`src/shared/sacl_defines.svh`:
```
`ifndef SACL_DEFINES_SVH
`define SACL_DEFINES_SVH

// ----------------------------------------
// Register offsets
// ----------------------------------------
`define SACL_ADDR_ALTF   8'h4f
`define SACL_ADDR_CTRL   8'h5f
`define SACL_ADDR_TXL    8'h60
`define SACL_ADDR_TXH    8'h61
`define SACL_ADDR_RXL    8'h62
`define SACL_ADDR_RXH    8'h63
`define SACL_ADDR_RAW    8'hf9
`define SACL_ADDR_STAT   8'hfb
`define SACL_ADDR_MASK   8'hfd
`define SACL_ADDR_CLR    8'hff

// ----------------------------------------
// Field positions
// ----------------------------------------
`define SACL_ALTF_LINE   0
`define SACL_CTRL_PIN    0
`define SACL_CTRL_BUSY   1
`define SACL_CTRL_DIR    2
`define SACL_CTRL_GO     3
`define SACL_CTRL_AUTO   4
`define SACL_CTRL_ERR    5
`define SACL_FLG_TO      3
`define SACL_FLG_TXC     4
`define SACL_FLG_RXC     5
`define SACL_FLG_ALL     8'h38
`define SACL_TX_BITS     14
`define SACL_RX_BITS     10

// ----------------------------------------
// Reset values
// ----------------------------------------
`define SACL_RST_BYTE    8'h00
`define SACL_RST_TXW     14'h0000
`define SACL_RST_RXW     10'h000

// ----------------------------------------
// Timing
// ----------------------------------------
`define SACL_CLK_NS      4
`define SACL_TICK_NS     1000
`define SACL_TICK_CYC    (`SACL_TICK_NS / `SACL_CLK_NS)
`define SACL_BIT_US      1000
`define SACL_ONE_US      750
`define SACL_ZERO_US     250
`define SACL_THR_US      ((`SACL_ONE_US + `SACL_ZERO_US) / 2)
`define SACL_GAP_US      (2 * `SACL_BIT_US)
`define SACL_TIMEOUT_MS  100
`define SACL_TIMEOUT_US  (`SACL_TIMEOUT_MS * 1000)

`endif

```
`src/shared/sacl_pkg.sv`:
```
package sacl_pkg;

    typedef enum logic [3:0] {
        SACL_IDLE = 4'h1,
        SACL_TX   = 4'h2,
        SACL_WAIT = 4'h4,
        SACL_RX   = 4'h8
    } sacl_state_t;

    typedef logic [16:0] sacl_time_t;

endpackage

```
`src/shared/sacl_tick_if.sv`:
```
interface sacl_tick_if;
    logic usTick;
    modport gen  (output usTick);
    modport user (input  usTick);
endinterface

```
`src/rtl/sacl_timebase.sv`:
```
`include "sacl_defines.svh"

module sacl_timebase (
    input  logic        clock,
    input  logic        rst_b,
    sacl_tick_if.gen    tick
);
    localparam logic [7:0] LAST = 8'(`SACL_TICK_CYC - 1);

    logic [7:0] cnt_r;
    logic [7:0] cnt_nxt;
    logic       tick_r;
    logic       tick_nxt;

    // ----------------------------------------
    // Microsecond divider
    // ----------------------------------------
    always_comb begin
        tick_nxt = (cnt_r == LAST);
        cnt_nxt  = tick_nxt ? 8'h00 : cnt_r + 8'h01;
    end

    always_ff @(posedge clock or negedge rst_b) begin
        if (!rst_b) begin
            cnt_r  <= 8'h00;
            tick_r <= 1'b0;
        end else begin
            cnt_r  <= cnt_nxt;
            tick_r <= tick_nxt;
        end
    end

    assign tick.usTick = tick_r;
endmodule

```
`src/rtl/sacl_top.sv`:
```
`include "sacl_defines.svh"

module sacl_top #(
    parameter int unsigned TIMEOUT_US = `SACL_TIMEOUT_US
) (
    input  logic       clock,
    input  logic       rst_b,
    input  logic [7:0] regAddr,
    input  logic       regWrEn,
    input  logic [7:0] regWrData,
    input  logic       regRdEn,
    output logic [7:0] regRdData,
    input  logic       antennaLineIoIn,
    output logic       antennaLineIoOut,
    output logic       antennaLineIoOe,
    input  logic       antennaLineIn,
    output logic       antennaDirectionOut,
    output logic       interruptRequestOut
);
    typedef sacl_pkg::sacl_time_t tm_t;

    localparam tm_t BIT_T  = tm_t'(`SACL_BIT_US);
    localparam tm_t ONE_T  = tm_t'(`SACL_ONE_US);
    localparam tm_t ZERO_T = tm_t'(`SACL_ZERO_US);
    localparam tm_t THR_T  = tm_t'(`SACL_THR_US);
    localparam tm_t GAP_T  = tm_t'(`SACL_GAP_US);
    localparam tm_t TO_T   = tm_t'(TIMEOUT_US);

    // ----------------------------------------
    // Time base
    // ----------------------------------------
    sacl_tick_if tickBus ();

    sacl_timebase u_timebase (
        .clock (clock),
        .rst_b (rst_b),
        .tick  (tickBus)
    );

    logic usTick;
    assign usTick = tickBus.usTick;

    function automatic logic atEnd(input logic tk,
                                   input tm_t  t,
                                   input tm_t  lim);
        atEnd = tk && (t == lim - tm_t'(1));
    endfunction

    // ----------------------------------------
    // Declarations
    // ----------------------------------------
    logic [7:0]          altSel_r,  altSel_nxt;
    logic                pinTwo_r,  pinTwo_nxt;
    logic                dirSel_r,  dirSel_nxt;
    logic                autoRx_r,  autoRx_nxt;
    logic                receive_error_bit_r,   receive_error_bit_nxt;
    logic [13:0]         txWord_r,  txWord_nxt;
    logic [7:0]          raw_r,     raw_nxt;
    logic [7:0]          mask_r,    mask_nxt;
    logic [7:0]          rdData_r,  rdData_nxt;
    logic                irq_r,     irq_nxt;
    sacl_pkg::sacl_state_t state_r, state_nxt;
    tm_t                 timer_r,   timer_nxt;
    logic [3:0]          bitCnt_r,  bitCnt_nxt;
    logic [13:0]         txSh_r,    txSh_nxt;
    logic [9:0]          rxSh_r,    rxSh_nxt;
    logic [9:0]          rxWord_r,  rxWord_nxt;
    logic                lineOut_r, lineOut_nxt;
    logic                lineOe_r,  lineOe_nxt;
    logic                dirOut_r,  dirOut_nxt;
    logic                ioS1_r,    ioS2_r;
    logic                inS1_r,    inS2_r;
    logic                rxPrev_r;
    logic                rxLvl;
    logic                rise;
    logic                fall;
    logic                ctrlWr;
    logic                goTx;
    logic                armRx;
    logic                evTx;
    logic                evRx;
    logic                evTo;
    logic                evErr;
    logic [7:0]          evVec;
    logic [7:0]          clrVec;
    logic [7:0]          ctrlRd;

    // ----------------------------------------
    // Pin synchronisers
    // ----------------------------------------
    always_ff @(posedge clock or negedge rst_b) begin
        if (!rst_b) begin
            ioS1_r   <= 1'b0;
            ioS2_r   <= 1'b0;
            inS1_r   <= 1'b0;
            inS2_r   <= 1'b0;
            rxPrev_r <= 1'b0;
        end else begin
            ioS1_r   <= antennaLineIoIn;
            ioS2_r   <= ioS1_r;
            inS1_r   <= antennaLineIn;
            inS2_r   <= inS1_r;
            rxPrev_r <= rxLvl;
        end
    end

    assign rxLvl = pinTwo_r ? (inS2_r & altSel_r[`SACL_ALTF_LINE])
                            : ioS2_r;
    assign rise  = rxLvl & ~rxPrev_r;
    assign fall  = ~rxLvl & rxPrev_r;

    // ----------------------------------------
    // Start decode
    // ----------------------------------------
    assign ctrlWr = regWrEn && (regAddr == `SACL_ADDR_CTRL);
    assign goTx   = ctrlWr && regWrData[`SACL_CTRL_GO]
                    && regWrData[`SACL_CTRL_DIR]
                    && (state_r == sacl_pkg::SACL_IDLE);
    assign armRx  = ctrlWr && !regWrData[`SACL_CTRL_DIR]
                    && regWrData[`SACL_CTRL_AUTO]
                    && (state_r == sacl_pkg::SACL_IDLE);

    // ----------------------------------------
    // Link engine
    // ----------------------------------------
    always_comb begin
        state_nxt   = state_r;
        timer_nxt   = usTick ? timer_r + tm_t'(1) : timer_r;
        bitCnt_nxt  = bitCnt_r;
        txSh_nxt    = txSh_r;
        rxSh_nxt    = rxSh_r;
        rxWord_nxt  = rxWord_r;
        lineOut_nxt = 1'b0;
        lineOe_nxt  = 1'b0;
        dirOut_nxt  = 1'b0;
        evTx        = 1'b0;
        evRx        = 1'b0;
        evTo        = 1'b0;
        evErr       = 1'b0;
        case (state_r)
            sacl_pkg::SACL_IDLE: begin
                timer_nxt = tm_t'(0);
                if (goTx) begin
                    state_nxt  = sacl_pkg::SACL_TX;
                    txSh_nxt   = txWord_r;
                    bitCnt_nxt = 4'h0;
                    rxWord_nxt = `SACL_RST_RXW;
                end else if (armRx) begin
                    state_nxt  = sacl_pkg::SACL_WAIT;
                    rxWord_nxt = `SACL_RST_RXW;
                end
            end
            sacl_pkg::SACL_TX: begin
                dirOut_nxt = 1'b1;
                lineOe_nxt = 1'b1;
                lineOut_nxt = timer_r < (txSh_r[13] ? ONE_T : ZERO_T);
                if (atEnd(usTick, timer_r, BIT_T)) begin
                    timer_nxt  = tm_t'(0);
                    txSh_nxt   = {txSh_r[12:0], 1'b0};
                    bitCnt_nxt = bitCnt_r + 4'h1;
                    if (bitCnt_r == 4'(`SACL_TX_BITS - 1)) begin
                        evTx = 1'b1;
                        lineOe_nxt = 1'b0;
                        dirOut_nxt = 1'b0;
                        state_nxt  = autoRx_r ? sacl_pkg::SACL_WAIT
                                              : sacl_pkg::SACL_IDLE;
                    end
                end
            end
            sacl_pkg::SACL_WAIT: begin
                if (rise) begin
                    state_nxt  = sacl_pkg::SACL_RX;
                    timer_nxt  = tm_t'(0);
                    bitCnt_nxt = 4'h0;
                end else if (atEnd(usTick, timer_r, TO_T)) begin
                    evTo      = 1'b1;
                    state_nxt = sacl_pkg::SACL_IDLE;
                end
            end
            sacl_pkg::SACL_RX: begin
                if (rise) begin
                    timer_nxt = tm_t'(0);
                end else if (fall) begin
                    rxSh_nxt   = {rxSh_r[8:0], (timer_r >= THR_T)};
                    bitCnt_nxt = bitCnt_r + 4'h1;
                    if (bitCnt_r == 4'(`SACL_RX_BITS - 1)) begin
                        evRx       = 1'b1;
                        rxWord_nxt = {rxSh_r[8:0], (timer_r >= THR_T)};
                        state_nxt  = sacl_pkg::SACL_IDLE;
                    end
                end else if (atEnd(usTick, timer_r, GAP_T)) begin
                    evTo      = 1'b1;
                    evErr     = 1'b1;
                    state_nxt = sacl_pkg::SACL_IDLE;
                end
            end
            default: begin
                state_nxt = sacl_pkg::SACL_IDLE;
            end
        endcase
    end

    always_ff @(posedge clock or negedge rst_b) begin
        if (!rst_b) begin
            state_r   <= sacl_pkg::SACL_IDLE;
            timer_r   <= tm_t'(0);
            bitCnt_r  <= 4'h0;
            txSh_r    <= `SACL_RST_TXW;
            rxSh_r    <= `SACL_RST_RXW;
            rxWord_r  <= `SACL_RST_RXW;
            lineOut_r <= 1'b0;
            lineOe_r  <= 1'b0;
            dirOut_r  <= 1'b0;
        end else begin
            state_r   <= state_nxt;
            timer_r   <= timer_nxt;
            bitCnt_r  <= bitCnt_nxt;
            txSh_r    <= txSh_nxt;
            rxSh_r    <= rxSh_nxt;
            rxWord_r  <= rxWord_nxt;
            lineOut_r <= lineOut_nxt;
            lineOe_r  <= lineOe_nxt;
            dirOut_r  <= dirOut_nxt;
        end
    end

    // ----------------------------------------
    // Register file
    // ----------------------------------------
    assign evVec  = {2'b00, evRx, evTx, evTo, 3'b000};
    assign clrVec = (regWrEn && regAddr == `SACL_ADDR_CLR)
                    ? regWrData : `SACL_RST_BYTE;
    assign ctrlRd = {2'b00, receive_error_bit_r, autoRx_r, 1'b0, dirSel_r,
                     (state_r != sacl_pkg::SACL_IDLE), pinTwo_r};

    always_comb begin
        altSel_nxt = altSel_r;
        pinTwo_nxt = pinTwo_r;
        dirSel_nxt = dirSel_r;
        autoRx_nxt = autoRx_r;
        txWord_nxt = txWord_r;
        mask_nxt   = mask_r;
        rdData_nxt = rdData_r;
        if (regWrEn) begin
            case (regAddr)
                `SACL_ADDR_ALTF: begin
                    altSel_nxt = regWrData;
                end
                `SACL_ADDR_CTRL: begin
                    pinTwo_nxt = regWrData[`SACL_CTRL_PIN];
                    dirSel_nxt = regWrData[`SACL_CTRL_DIR];
                    autoRx_nxt = regWrData[`SACL_CTRL_AUTO];
                end
                `SACL_ADDR_TXL: begin
                    txWord_nxt[7:0] = regWrData;
                end
                `SACL_ADDR_TXH: begin
                    txWord_nxt[13:8] = regWrData[5:0];
                end
                `SACL_ADDR_MASK: begin
                    mask_nxt = regWrData & `SACL_FLG_ALL;
                end
                default: begin
                end
            endcase
        end
        raw_nxt   = ((raw_r & ~clrVec) | evVec) & `SACL_FLG_ALL;
        receive_error_bit_nxt = evErr | (receive_error_bit_r & ~(goTx | armRx));
        irq_nxt   = |(raw_nxt & mask_nxt);
        if (regRdEn) begin
            case (regAddr)
                `SACL_ADDR_ALTF: rdData_nxt = altSel_r;
                `SACL_ADDR_CTRL: rdData_nxt = ctrlRd;
                `SACL_ADDR_TXL:  rdData_nxt = txWord_r[7:0];
                `SACL_ADDR_TXH:  rdData_nxt = {2'b00, txWord_r[13:8]};
                `SACL_ADDR_RXL:  rdData_nxt = rxWord_r[7:0];
                `SACL_ADDR_RXH:  rdData_nxt = {6'h00, rxWord_r[9:8]};
                `SACL_ADDR_RAW:  rdData_nxt = raw_r;
                `SACL_ADDR_STAT: rdData_nxt = raw_r & mask_r;
                `SACL_ADDR_MASK: rdData_nxt = mask_r;
                default:         rdData_nxt = `SACL_RST_BYTE;
            endcase
        end
    end

    always_ff @(posedge clock or negedge rst_b) begin
        if (!rst_b) begin
            altSel_r <= `SACL_RST_BYTE;
            pinTwo_r <= 1'b0;
            dirSel_r <= 1'b0;
            autoRx_r <= 1'b0;
            receive_error_bit_r  <= 1'b0;
            txWord_r <= `SACL_RST_TXW;
            raw_r    <= `SACL_RST_BYTE;
            mask_r   <= `SACL_RST_BYTE;
            rdData_r <= `SACL_RST_BYTE;
            irq_r    <= 1'b0;
        end else begin
            altSel_r <= altSel_nxt;
            pinTwo_r <= pinTwo_nxt;
            dirSel_r <= dirSel_nxt;
            autoRx_r <= autoRx_nxt;
            receive_error_bit_r  <= receive_error_bit_nxt;
            txWord_r <= txWord_nxt;
            raw_r    <= raw_nxt;
            mask_r   <= mask_nxt;
            rdData_r <= rdData_nxt;
            irq_r    <= irq_nxt;
        end
    end

    // ----------------------------------------
    // Outputs
    // ----------------------------------------
    assign regRdData           = rdData_r;
    assign antennaLineIoOut    = lineOut_r;
    assign antennaLineIoOe     = lineOe_r;
    assign antennaDirectionOut = dirOut_r;
    assign interruptRequestOut = irq_r;
endmodule

```
`config.mk`:
```
export PLATFORM = sky130hd
export DESIGN_NAME = sacl_top
export DESIGN_NICKNAME = d
export VERILOG_FILES = /design/src/shared/sacl_pkg.sv /design/src/shared/sacl_tick_if.sv /design/src/rtl/sacl_timebase.sv /design/src/rtl/sacl_top.sv
export VERILOG_INCLUDE_DIRS = /design/src /design/src/shared
export SDC_FILE = /design/constraint.sdc
export NUM_CORES = 1
export LEC_CHECK = 0
export ABC_AREA = 1
export BUFFER_PORTS_ARGS = -buffer_cell sky130_fd_sc_hd__buf_2
export CELL_PAD_IN_SITES_DETAIL_PLACEMENT = 0
export CELL_PAD_IN_SITES_GLOBAL_PLACEMENT = 1
export CORE_AREA = 8 8 131 133
export DETAILED_ROUTE_END_ITERATION = 16
export DIE_AREA = 0 0 139 141
export PLACE_DENSITY = 0.73
export SLEW_MARGIN = 20
export SYNTH_ARGS = -nofsm -noshare
export SYNTH_HDL_FRONTEND = slang
export SYNTH_SLANG_ARGS = --single-unit
```
`constraint.sdc`:
```
create_clock -name clock -period 1.9 [get_ports clock]
set_input_delay 0.19 -clock clock [delete_from_list [all_inputs] [get_ports clock]]
set_output_delay 0.19 -clock clock [all_outputs]
set_load 0.05 [all_outputs]
```
== Word level (Yosys, flattened, before mapping) ==
Index checks and enable logic that the tools add are counted.

* Word-level logic and storage cells: 160
* ROM bits: 0
* Latch bits: 0
* Bits of input ports: 22
* RAM bits: 0
* Memories kept: 0
* Register bits after elaboration: 120
* Output and inout port bits: 12

* Divide/modulo/power cells: 0
* Bitwise gates (word level): 15
* Mux-type cells: 56
* Equality and inequality tests: 32
* Reduce and logical (&&, ||, !) cells: 26
* Multiply operators: 0
* $lt $le $gt $ge: 2
* Shift operators: 0
* Add/subtract/negate cells: 3

{| class="wikitable"
|+ Operators by type and width
! operator !! count
|-
| $pmux W8 S9 || 1
|-
| $mux W10 || 6
|-
| $mux W4 || 15
|-
| $mux W17 || 3
|-
| $pmux W17 S3 || 1
|-
| $eq A8 B7 Y1 const B || 6
|-
| $eq A8 B8 Y1 const B || 5
|-
| $pmux W4 S4 || 2
|-
| $mux W14 || 2
|-
| $pmux W14 S2 || 1
|-
| $mux W8 || 3
|-
| $pmux W10 S2 || 1
|-
| $mux W1 || 18
|-
| $add A17 B1 Y17 const B || 1
|-
| $eq A17 B10 Y1 const B || 1
|-
| $eq A17 B11 Y1 const B || 1
|-
| $eq A17 B17 Y1 const B || 1
|-
| $ge A17 B9 Y1 const B || 1
|-
| $lt A17 B10 Y1 || 1
|-
| $and A6 B8 Y8 || 2
|-
| $ne A2 B2 Y1 const B || 7
|-
| $eq A4 B4 Y1 const B || 3
|-
| $ne A3 B3 Y1 const B || 4
|-
| $logic_and A1 B1 Y1 || 11
|-
| other kinds (25) || 37
|}

== Logic depth before layout (Yosys ltp) ==
Gate-level depths: netlist of run 1.

* Word-level depth: 10
* Mapped depth: 12
* Depth with buffers taken out: 12

== Hierarchy ==
From an unflattened synthesis of run 1, not the netlist that was laid out.

* Cell total of the unflattened synthesis: 779
* Area total of the unflattened synthesis: 6029.5 sq um

{| class="wikitable"
|+ By module, submodules not included
! module !! sequential area each (sq um) !! times used !! area an instance (sq um) !! cells each
|-
| sacl_top || 2653.8 || 1 || 5564.1 || 728
|-
| sacl_timebase || 225.2 || 1 || 465.4 || 51
|}

== Worst setup path after synthesis of run 1 ==
Ideal clock, no wire load.

* Kind: register to register
* Start: register state_r[0]
* End: register state_r[3]
* Setup time: 0.117 ns
* Required time: 1.783 ns
* Buffers on the path: 2
* Stages on the path, launching flop included: 12
* Slack: 0.316 ns
* Arrival: 1.467 ns
* Period minus slack after synthesis: 1.584 ns
* Cell sequence: dfstp_2 -> nor2_1 -> nand3_1 -> buf_4 -> nor2_1 -> buf_2 -> o21ai_0 -> nand2_1 -> nor2_1 -> nand3_1 -> nand2_1 -> nand2_1

* Cells in the longest elaborated chain, start to end: 4
* Elaborated cells on any way between the ends: 16
* Those cells by class: eq/ne: 11; mux: 2; reduce/logical: 3

{| class="wikitable"
|+ RTL lines
! element !! RTL line !! source
|-
| from (decl) || sacl_top.sv:62 || <nowiki>sacl_pkg::sacl_state_t state_r, state_nxt;</nowiki>
|-
| from (signal assigned) || sacl_top.sv:205 || <nowiki>state_r <= sacl_pkg::SACL_IDLE;</nowiki>
|-
| from (signal assigned) || sacl_top.sv:215 || <nowiki>state_r <= state_nxt;</nowiki>
|-
| $eq A4 B1 Y1 || sacl_top.sv:118, sacl_top.sv:121, sacl_top.sv:140 ||
|-
| $logic_and A1 B1 Y1 (on tied branches) || sacl_top.sv:116, sacl_top.sv:119 ||
|-
| $ne A3 B3 Y1 (no source line) or $mux W4 (tied branches) || -- ||
|-
| $reduce_and A7 Y1 (no source line) or $pmux W4 S4 (tied branches) || -- ||
|}

Parallel ways exist; a longest one is shown, timed or not.
A chain may end at the register's enable or synchronous reset.

==> results of run 1 <==
==> worst min-delay path by stage <==
stage / from / end / slack, ps / cells after the start
floorplan: rst_b / altSel_r[0] / -110 / 0
global placement: rst_b / txSh_r[0] / 250 / 1
detailed placement: rst_b / txSh_r[0] / 260 / 1
CTS: regWrData[7] / altSel_r[7] / 30 / 3
global route: regWrData[7] / altSel_r[7] / 50 / 3
finish: regWrData[7] / txWord_r[7] / 50 / 3
==> state kept, by name, summed over array words and instances, names as in the netlist, 3 cells and up <==
name              cells
regRdData             8
state_r               4
bitCnt_r              4
txWord_r             14
timer_r              17
rxSh_r                9
rxWord_r             10
u_timebase.cnt_r      8
mask_r                3
txSh_r               14
altSel_r              8
raw_r                 3
==> worst max-delay path: cells and delay by family (launching register included) <==
family          cells  cell delay, ps
buf+inv             3             370
compound gates      1              60
flops               1             390
simple gates        6             800
==> metrics by stage <==
stage	setup slack (ps)	area, um2	power (mW)	hold WS [ps]	instances
2_1_floorplan	316	6010	3.22	-106	790
3_3_place_gp	169	6560	3.54	247	1026
3_5_place_dp	91.9	6560	3.56	263	1026
4_1_cts	82.2	7120	6.48	33.1	1061
5_1_grt	29.3	7130	6.73	53.8	1061
6_report	177	7130	6.42	51.5	1061
==> report_power, final <==
| part | internal, mW | switching, mW |
|---|---|---|
| Clock | 1.78 | 1.12 |
| Combinational | 0.298 | 0.646 |
| Sequential | 2.53 | 0.0514 |
| Total | 4.60 | 1.82 |
==> cells in the final DEF (no fill, tap or decap), drive strengths merged, types with 14 or more instances in the layout <==
master	synthesis	layout
dfrtp	114	114
inv	97	97
nand3	58	58
nand2	275	275
o21ai	68	68
buf	11	67
nor3	14	14
clkbuf	8	21
nand4	21	21
nor2	75	75
==> area by class of cell <==
class | count | area [um2]
repair buffers | 70 | 469
clock inverters | 11 | 88.8
flip-flops and latches | 115 | 2880
clock buffers | 21 | 440
well taps | 188 | 235
multi-input cells | 559 | 2650
fillers | 1517 | 7850
inverters | 97 | 364
==> cell families after synthesis <==
group / synth area share
compound gates: 0.0760
mux: 0.00187
fa+ha+maj: 0.0167
buf+inv: 0.0798
simple gates: 0.332
flops: 0.479
xor+xnor: 0.0146
==> repair_timing <==
| action | 4_1_cts | 5_1_grt |
|---|---|---|
| hold endpoints to repair | 42 | 0 |
| endpoints found under the setup margin | 0 | 5 |
| buffers inserted | 0 | 0 |
| hold buffers | 3 | 0 |
| gates resized for setup | 0 | 4 |
==> per-layer routing <==
metal / wire [um] / vias up
li1: - / 2661
met1: 6920 / 2496
met2: 7730 / 105
met3: 722 / 19
met4: 351 / 0
met5: 0 / -
==> impl_metrics.csv, run 1 <==
group,metric,value,unit
timing,setup_violations,0,
placement,hpwlAfterDp,11.9,mm
cells_and_area,drive_gt1_frac,0.170,
global_routing,grtUsageMet3,0.0466,
placement,portBuffers,33,
cells_and_area,syn_to_final_growth,18.8,%
worst_setup_path,cpMaxStageDelayCell,"dfrtp_1",
timing,period_share,0.907,
routing,firstDrtPassIters,5,
worst_setup_path,slowest_delay,390,ps
logic_synthesis,synth_nets,820,
logic_synthesis,ys_seq_area_frac,0.479,
global_routing,grt_pass1_vias,5219,
clock_tree,cts_buffer_depth,2,
clock_tree,cts_tree,"built",
power,p_leak,3.79,nW
worst_hold_path,hp-class,"in2reg",
worst_setup_path,worstPathMaxFanout,15,
timing,fin_worst_skew,6.58,ps
timing,setup_tns,0,ps
placement,gp_congestion,0.879,
clock_tree,numClockSinks,115,
global_routing,grt_pass1_wl,26.2,mm
logic_synthesis,synth_edf_count,0,
logic_synthesis,synth_common_cells,"nand2_1 (265), dfrtp_1 (114), inv_1 (74)",
worst_setup_path,critPathLaunch,"state_r[1]",
worst_setup_path,r2r-start,"state_r[1]",
timing,drv_slew,0,
logic_synthesis,yosys.area.top_type,"dfrtp_1",
worst_setup_path,crit_path_end,"timer_r[4]",
routing,drc,0,
routing,postRouteAntennaNets,0,
worst_setup_path,cp.required,2200,ps
logic_synthesis,ys_warn_count,0,
power,power_density,900,mW/mm2
timing,post-route-min-period,1720,ps
logic_synthesis,synthCells,790,
cells_and_area,fin_nets,890,
global_routing,grt_use_total,0.168,
logic_synthesis,ys_async_sr_fraction,1.00,
worst_setup_path,worstRegToRegCells,10,
die,start_util,0.401,
run,drv_cap,0,
routing,drtIter0Drc,301,
logic_synthesis,synthDominantCellAreaShare,0.475,
worst_setup_path,r2r_slack,180,ps
worst_setup_path,arrival,2020,ps
global_routing,grt_max_degree,47,
timing,fmax,0.580,GHz
routing,vias,5281,
die,coreArea,0.0150,mm2
die,placementRows,45,
logic_synthesis,ys_types,40,
routing,routed_wl,15.7,mm
timing,tightest_slew,656,ps
logic_synthesis,synth-main-ff-cell,"dfrtp_1",
logic_synthesis,yosysMostFrequentCell,"nand2_1",
run_status,status,"finished clean",
timing,rsz0062_at_grt,"no",
worst_setup_path,crit_chain,"nor2_1 -> nand2_1 -> nor2_1 -> inv_1 -> nand3_1 -> and2_1 -> o21ai_2 -> buf_4 -> inv_1 -> nor2_1",
global_routing,grtUsageMet2,0.282,
cells_and_area,n_antenna_cell,0,
worst_setup_path,cp-end-kind,"flop",
clock_tree,ctsHtreeMaxLevel,4,
clock_tree,cts_root_buffer,"clkbuf_16",
logic_synthesis,synth_area_leaders,"dfrtp_1 (48%), nand2_1 (17%), inv_1 (4.6%)",
global_routing,top_usage_layer,"met2",
power,vdd_drop_max,0.659,mV
die,die_area,0.0196,mm2
logic_synthesis,avgSynthCellArea,7.60,um2
die,io_pins,34,
worst_setup_path,start_kind,"flop",
clock_tree,cts_buffers,17,
timing,finalHoldViolCount,0,
global_routing,antenna_found_initial,0,
logic_synthesis,syn_area,0.00601,mm2
die,die_h,141,um
clock_tree,path_clk_slew,50,ps
clock_tree,clock_latency,410,ps
routing,wl_per_cell,14.8,um
cells_and_area,post-route-util,0.476,
worst_setup_path,cp_common_cell,"nor2_1",
global_routing,met1_usage,0.200,
routing,vias_per_cell,4.98,
worst_setup_path,criticalPathCategory,"reg2reg",
worst_setup_path,r2r_end,"timer_r[4]",
die,die_w,139,um
global_routing,grt_overflow,0,
logic_synthesis,ys_ff_latch,115,
timing,maxSlewHeadroom,0.562,
Power figures use the tool's default switching activity.
==> inputs of run 2 (changes only) <==
- SETUP_SLACK_MARGIN: not set -> 0.4
==> impl_metrics.csv, run 2 (synthesized netlist as in run 1, its figures left out) <==
group,metric,value,unit
run_status,status,"finished clean",
worst_setup_path,cp-end-kind,"flop",
timing,maxSlewHeadroom,0.637,
routing,met3_length,734,um
cells_and_area,syn_to_final_growth,30.1,%
clock_tree,cts_tree,"built",
timing,fin_worst_skew,10.4,ps
worst_setup_path,cpMaxStageDelayCell,"dfrtp_1",
timing,setup_violations,0,
cells_and_area,largest_register_ffs,17,
cells_and_area,n_antenna_cell,0,
clock_tree,cts_buffers,17,
die,coreArea,0.0150,mm2
clock_tree,numClockSinks,115,
timing,fmax,0.618,GHz
routing,vias_per_cell,4.99,
power,p_leak,4.05,nW
power,power_density,933,mW/mm2
worst_setup_path,crit_chain,"inv_2 -> nand2_2 -> nor3_4 -> nand3_4 -> nand2_4 -> and2_4 -> o21ai_4 -> o21ai_1 -> inv_1",
routing,top_layer_used,"met4",
clock_tree,cts_root_buffer,"clkbuf_16",
run,drv_cap,0,
worst_setup_path,cp_num_buf_inv,2,
routing,wl_met1,7.41,mm
routing,drc,0,
timing,rsz0062_at_grt,"yes",
power,p_switching,2.07,mW
die,die_w,139,um
timing,drv_slew,0,
cells_and_area,largestRegisters,"timer_r x17, txSh_r x14, txWord_r x14",
clock_tree,clock_latency,420,ps
power,p_total,7.29,mW
placement,portBuffers,33,
cells_and_area,drive_gt1_frac,0.264,
clock_tree,path_clk_slew,50,ps
routing,vias,5456,
die,placementRows,45,
power,power.internal,5.22,mW
global_routing,grt_pass1_wl,26.0,mm
power,comb_power_share,0.182,
routing,wl_per_cell,15.1,um
cells_and_area,final_common_cell,"nand2_1",
timing,setup_tns,0,ps
global_routing,antenna_found_initial,0,
worst_setup_path,cp.required,2210,ps
die,io_pins,34,
die,die_h,141,um
global_routing,grt_overflow,0,
power,seqPwrFrac,0.354,
placement,hpwlAfterDp,11.6,mm
global_routing,grt_max_degree,48,
cells_and_area,layout_common_cells,"nand2_1 (249), dfrtp_1 (111), inv_1 (69)",
routing,postRouteAntennaNets,0,
worst_setup_path,arrival,1920,ps
cells_and_area,fin_nets,922,
routing,drtIter0Drc,468,
worst_setup_path,worstPathMaxFanout,8,
cells_and_area,regMostFlops,"timer_r",
routing,dr_wl_met2,7.88,mm
power,clock_power_share,0.464,
routing,routed_wl,16.5,mm
global_routing,grt_use_total,0.166,
power,p_sw_frac,0.284,
clock_tree,ctsHtreeMaxLevel,4,
placement,gp_congestion,0.868,
worst_setup_path,criticalPathCategory,"reg2reg",
global_routing,grt_pass1_vias,5173,
worst_setup_path,slowest_delay,400,ps
die,die_area,0.0196,mm2
timing,tightest_slew,541,ps
routing,firstDrtPassIters,5,
clock_tree,cts_buffer_depth,2,
timing,finalHoldViolCount,0,
die,start_util,0.401,
power,vdd_drop_max,0.641,mV
worst_hold_path,hp-class,"in2reg",
worst_setup_path,crit_family,"simple AND/OR/NAND/NOR gates",
timing,period_share,0.852,
timing,post-route-min-period,1620,ps
worst_setup_path,start_kind,"flop",
## run 2: cell types whose count changed in the layout (fill, tap and decap cells not counted), moves of 5 or more
| cell | previous run | this run |
|---|---|---|
| buf_4 | 33 | 59 |
| nand3_2 | 3 | 8 |
| inv_1 | 74 | 69 |
| nand3_4 | 0 | 5 |
| nand2_2 | 6 | 19 |
| nand3_1 | 55 | 45 |
| nor2_2 | 4 | 10 |
| inv_2 | 23 | 28 |
| nand2_1 | 265 | 249 |
| nor2_1 | 69 | 57 |
| nor2_4 | 1 | 7 |
## run 2: power by group through the flow
stage / combinational (mW) / sequential (mW) / clock, mW
after CTS: 1.17 / 2.58 / 3.45
after floorplan: 0.649 / 2.62 / 0
after detailed placement: 0.949 / 2.62 / 0
after global placement: 0.928 / 2.62 / 0
final: 1.33 / 2.58 / 3.38
after global routing: 1.45 / 2.59 / 3.55
## run 2: final timing paths
kind,from,end,slack (ps),cells past startpoint
worst min register to register,ioS1_r,ioS2_r,340,0
min in group asynchronous,rst_b,txSh_r[3],280,2
worst max-delay path,timer_r[4],timer_r[3],280,9
worst min-delay path,regWrData[7],altSel_r[7],50,3
max in group asynchronous,rst_b,state_r[0],930,3
worst max register to register,timer_r[4],timer_r[3],280,9
## run 2: per-stage QoR
stage / cells / worst slack, ps / cell area [um2] / hold slack, ps / utilization
after floorplan: 790 / 334 / 6060 / -106 / -
after global placement: 1016 / 193 / 6530 / 183 / 0.436
after detailed placement: 1016 / 154 / 6530 / 181 / 0.436
after CTS: 1072 / 315 / 7450 / 26.1 / 0.497
after global routing: 1093 / 203 / 7820 / 51.3 / 0.522
final: 1093 / 281 / 7820 / 45.0 / 0.522
## run 2: final cells by class
| cell class | count | area [um2] |
|---|---|---|
| clock buffers | 18 | 439 |
| fillers | 1407 | 7160 |
| multi-input cells | 560 | 2980 |
| inverters | 97 | 364 |
| flip-flops and latches | 115 | 2880 |
| clock inverters | 14 | 186 |
| repair buffers | 101 | 724 |
| well taps | 188 | 235 |
## run 2: metal layers
metal,global-route usage,vias to the layer above
li1,-,2722
met1,0.206,2559
met2,0.272,135
met3,0.0425,40
met4,0.0699,0
met5,0,-
## run 2: timing repair
action | in CTS | in global routing
hold buffers | 3 | 0
resized for setup | 28 | 50
pin swaps | 14 | 32
setup buffers | 20 | 21
setup endpoints to repair | 53 | 55
cloned | 1 | 0
hold endpoints to repair | 34 | 0
## run 2: worst reg2reg max path, stage by stage (launching register included)
cell and delay, ps:
dfrtp_1 400, inv_2 80, nand2_2 80, nor3_4 230, nand3_4 120, nand2_4 100
and2_4 210, o21ai_4 130, o21ai_1 110, inv_1 50
==> inputs of run 3 (changes only) <==
- PLACE_DENSITY: 0.73 -> 0.84
==> impl_metrics.csv, run 3 (synthesized netlist as in run 1, its figures left out) <==
group,metric,value,unit
cells_and_area,drive_gt1_frac,0.265,
clock_tree,cts_buffers,17,
timing,rsz0062_at_grt,"yes",
cells_and_area,post-route-util,0.518,
worst_setup_path,cp-end-kind,"flop",
timing,fin_worst_skew,9.37,ps
worst_setup_path,cp_num_buf_inv,2,
die,start_util,0.401,
placement,post_dp_cell_area,0.00655,mm2
timing,finalHoldViolCount,0,
global_routing,grt_pass1_vias,5312,
global_routing,grt_overflow,0,
power,vdd_drop_max,0.715,mV
routing,wl_per_cell,14.4,um
routing,postRouteAntennaNets,0,
worst_setup_path,slowest_delay,480,ps
worst_setup_path,crit_family,"simple AND/OR/NAND/NOR gates",
run_status,status,"finished clean",
die,placementRows,45,
routing,dr_wl_met2,7.52,mm
worst_setup_path,crit_chain,"inv_4 -> nand3_2 -> nor2_2 -> nand3_2 -> nand2_4 -> and2_4 -> o21ai_4 -> inv_2 -> nor2_1",
timing,holdWs,37.0,ps
die,die_h,141,um
cells_and_area,largestRegisters,"timer_r x17, txSh_r x14, txWord_r x14",
timing,fmax,0.627,GHz
clock_tree,cts_tree,"built",
routing,vias_per_cell,5.03,
clock_tree,cts_root_buffer,"clkbuf_16",
clock_tree,numClockSinks,115,
clock_tree,cts_buffer_depth,2,
placement,portBuffers,33,
routing,wl_met1,7.08,mm
cells_and_area,layout_common_cells,"nand2_1 (247), dfrtp_1 (109), inv_1 (68)",
routing,top_layer_used,"met4",
timing,setup_violations,0,
placement,hpwlAfterDp,10.8,mm
cells_and_area,largest_register_ffs,17,
worst_setup_path,arrival,1900,ps
timing,setup_tns,0,ps
cells_and_area,n_antenna_cell,0,
worst_setup_path,worstPathMaxFanout,8,
worst_setup_path,start_kind,"flop",
run,drv_cap,0,
worst_setup_path,criticalPathCategory,"reg2reg",
clock_tree,clock_latency,420,ps
global_routing,grt_use_total,0.164,
die,die_w,139,um
global_routing,antenna_found_initial,0,
timing,drv_slew,0,
die,coreArea,0.0150,mm2
cells_and_area,syn_to_final_growth,29.1,%
global_routing,grt_pass1_wl,25.8,mm
routing,routed_wl,15.8,mm
cells_and_area,final_common_cell,"nand2_1",
die,die_area,0.0196,mm2
timing,tightest_slew,520,ps
worst_setup_path,cp_common_cell,"nand3_2",
routing,drtIter0Drc,422,
clock_tree,ctsHtreeMaxLevel,4,
power,p_leak,3.99,nW
timing,period_share,0.840,
routing,met3_length,748,um
global_routing,grt_max_degree,42,
cells_and_area,fill_cells,1421,
cells_and_area,regMostFlops,"timer_r",
routing,drc,0,
die,io_pins,34,
worst_setup_path,cp.required,2200,ps
timing,maxSlewHeadroom,0.653,
cells_and_area,design_area,0.00776,mm2
worst_setup_path,cpMaxStageDelayCell,"dfrtp_2",
power,power_density,872,mW/mm2
placement,gp_congestion,0.888,
clock_tree,path_clk_slew,60,ps
routing,vias,5518,
cells_and_area,fin_nets,925,
worst_hold_path,hp-class,"in2reg",
timing,post-route-min-period,1600,ps
routing,firstDrtPassIters,5,
[run 3: changes by cell type in the layout (fill, tap and decap cells not counted), sizes merged]
cell and change:
clkbuf +5, bufinv -4, clkinvlp -5, buf +3, clkinv +4
[run 3: area by class of cell]
cell class	instances	area [um2]	share of cell area
Tap cell	188	235	0.0303
Clock buffer	23	448	0.0578
Multi-Input combinational cell	560	2970	0.383
Inverter	97	369	0.0476
Timing Repair Buffer	104	787	0.101
Clock inverter	9	60.1	0.00774
Sequential cell	115	2890	0.372
[run 3: path summary, 6_finish.rpt]
check | from | to | slack, ps | cells past startpoint
max in group asynchronous | rst_b | regRdData[4] | 1000 | 3
hold / removal | regWrData[7] | altSel_r[7] | 40 | 3
hold reg to reg | inS1_r | inS2_r | 350 | 0
setup reg to reg | timer_r[11] | timer_r[2] | 300 | 9
min in group asynchronous | rst_b | timer_r[9] | 290 | 2
setup / recovery | timer_r[11] | timer_r[2] | 300 | 9
[run 3: repair_timing]
| action | in CTS | in global routing |
|---|---|---|
| setup endpoints to repair | 52 | 55 |
| hold buffers | 3 | 0 |
| buffers inserted | 25 | 19 |
| pin swaps | 17 | 36 |
| gates resized for setup | 44 | 45 |
| cloned | 1 | 0 |
| hold endpoints to repair | 36 | 0 |
[run 3: where the power goes]
group          leakage [nW]  internal (mW)  switching, mW
Clock                 0.253           1.65           1.09
Sequential             1.54           2.53         0.0577
Combinational          2.20          0.540          0.888
[run 3: per-layer routing]
metal	up-vias	GRT usage
li1	2730	-
met1	2608	0.207
met2	145	0.262
met3	35	0.0375
met4	0	0.0780
met5	-	0
[run 3: worst min-delay path: cells and delay by family]
family	cells	cell delay, ps
buffers and inverters	2	160
AO/OA/AOI/OAI	1	60
[run 3: per-stage QoR]
step / setup WS, ps / total power, mW / instances
after floorplan: 334 / 3.26 / 790
after global placement: 215 / 3.55 / 1016
after detailed placement: 179 / 3.56 / 1016
after CTS: 341 / 6.66 / 1077
after global routing: 204 / 7.06 / 1096
final: 305 / 6.76 / 1096
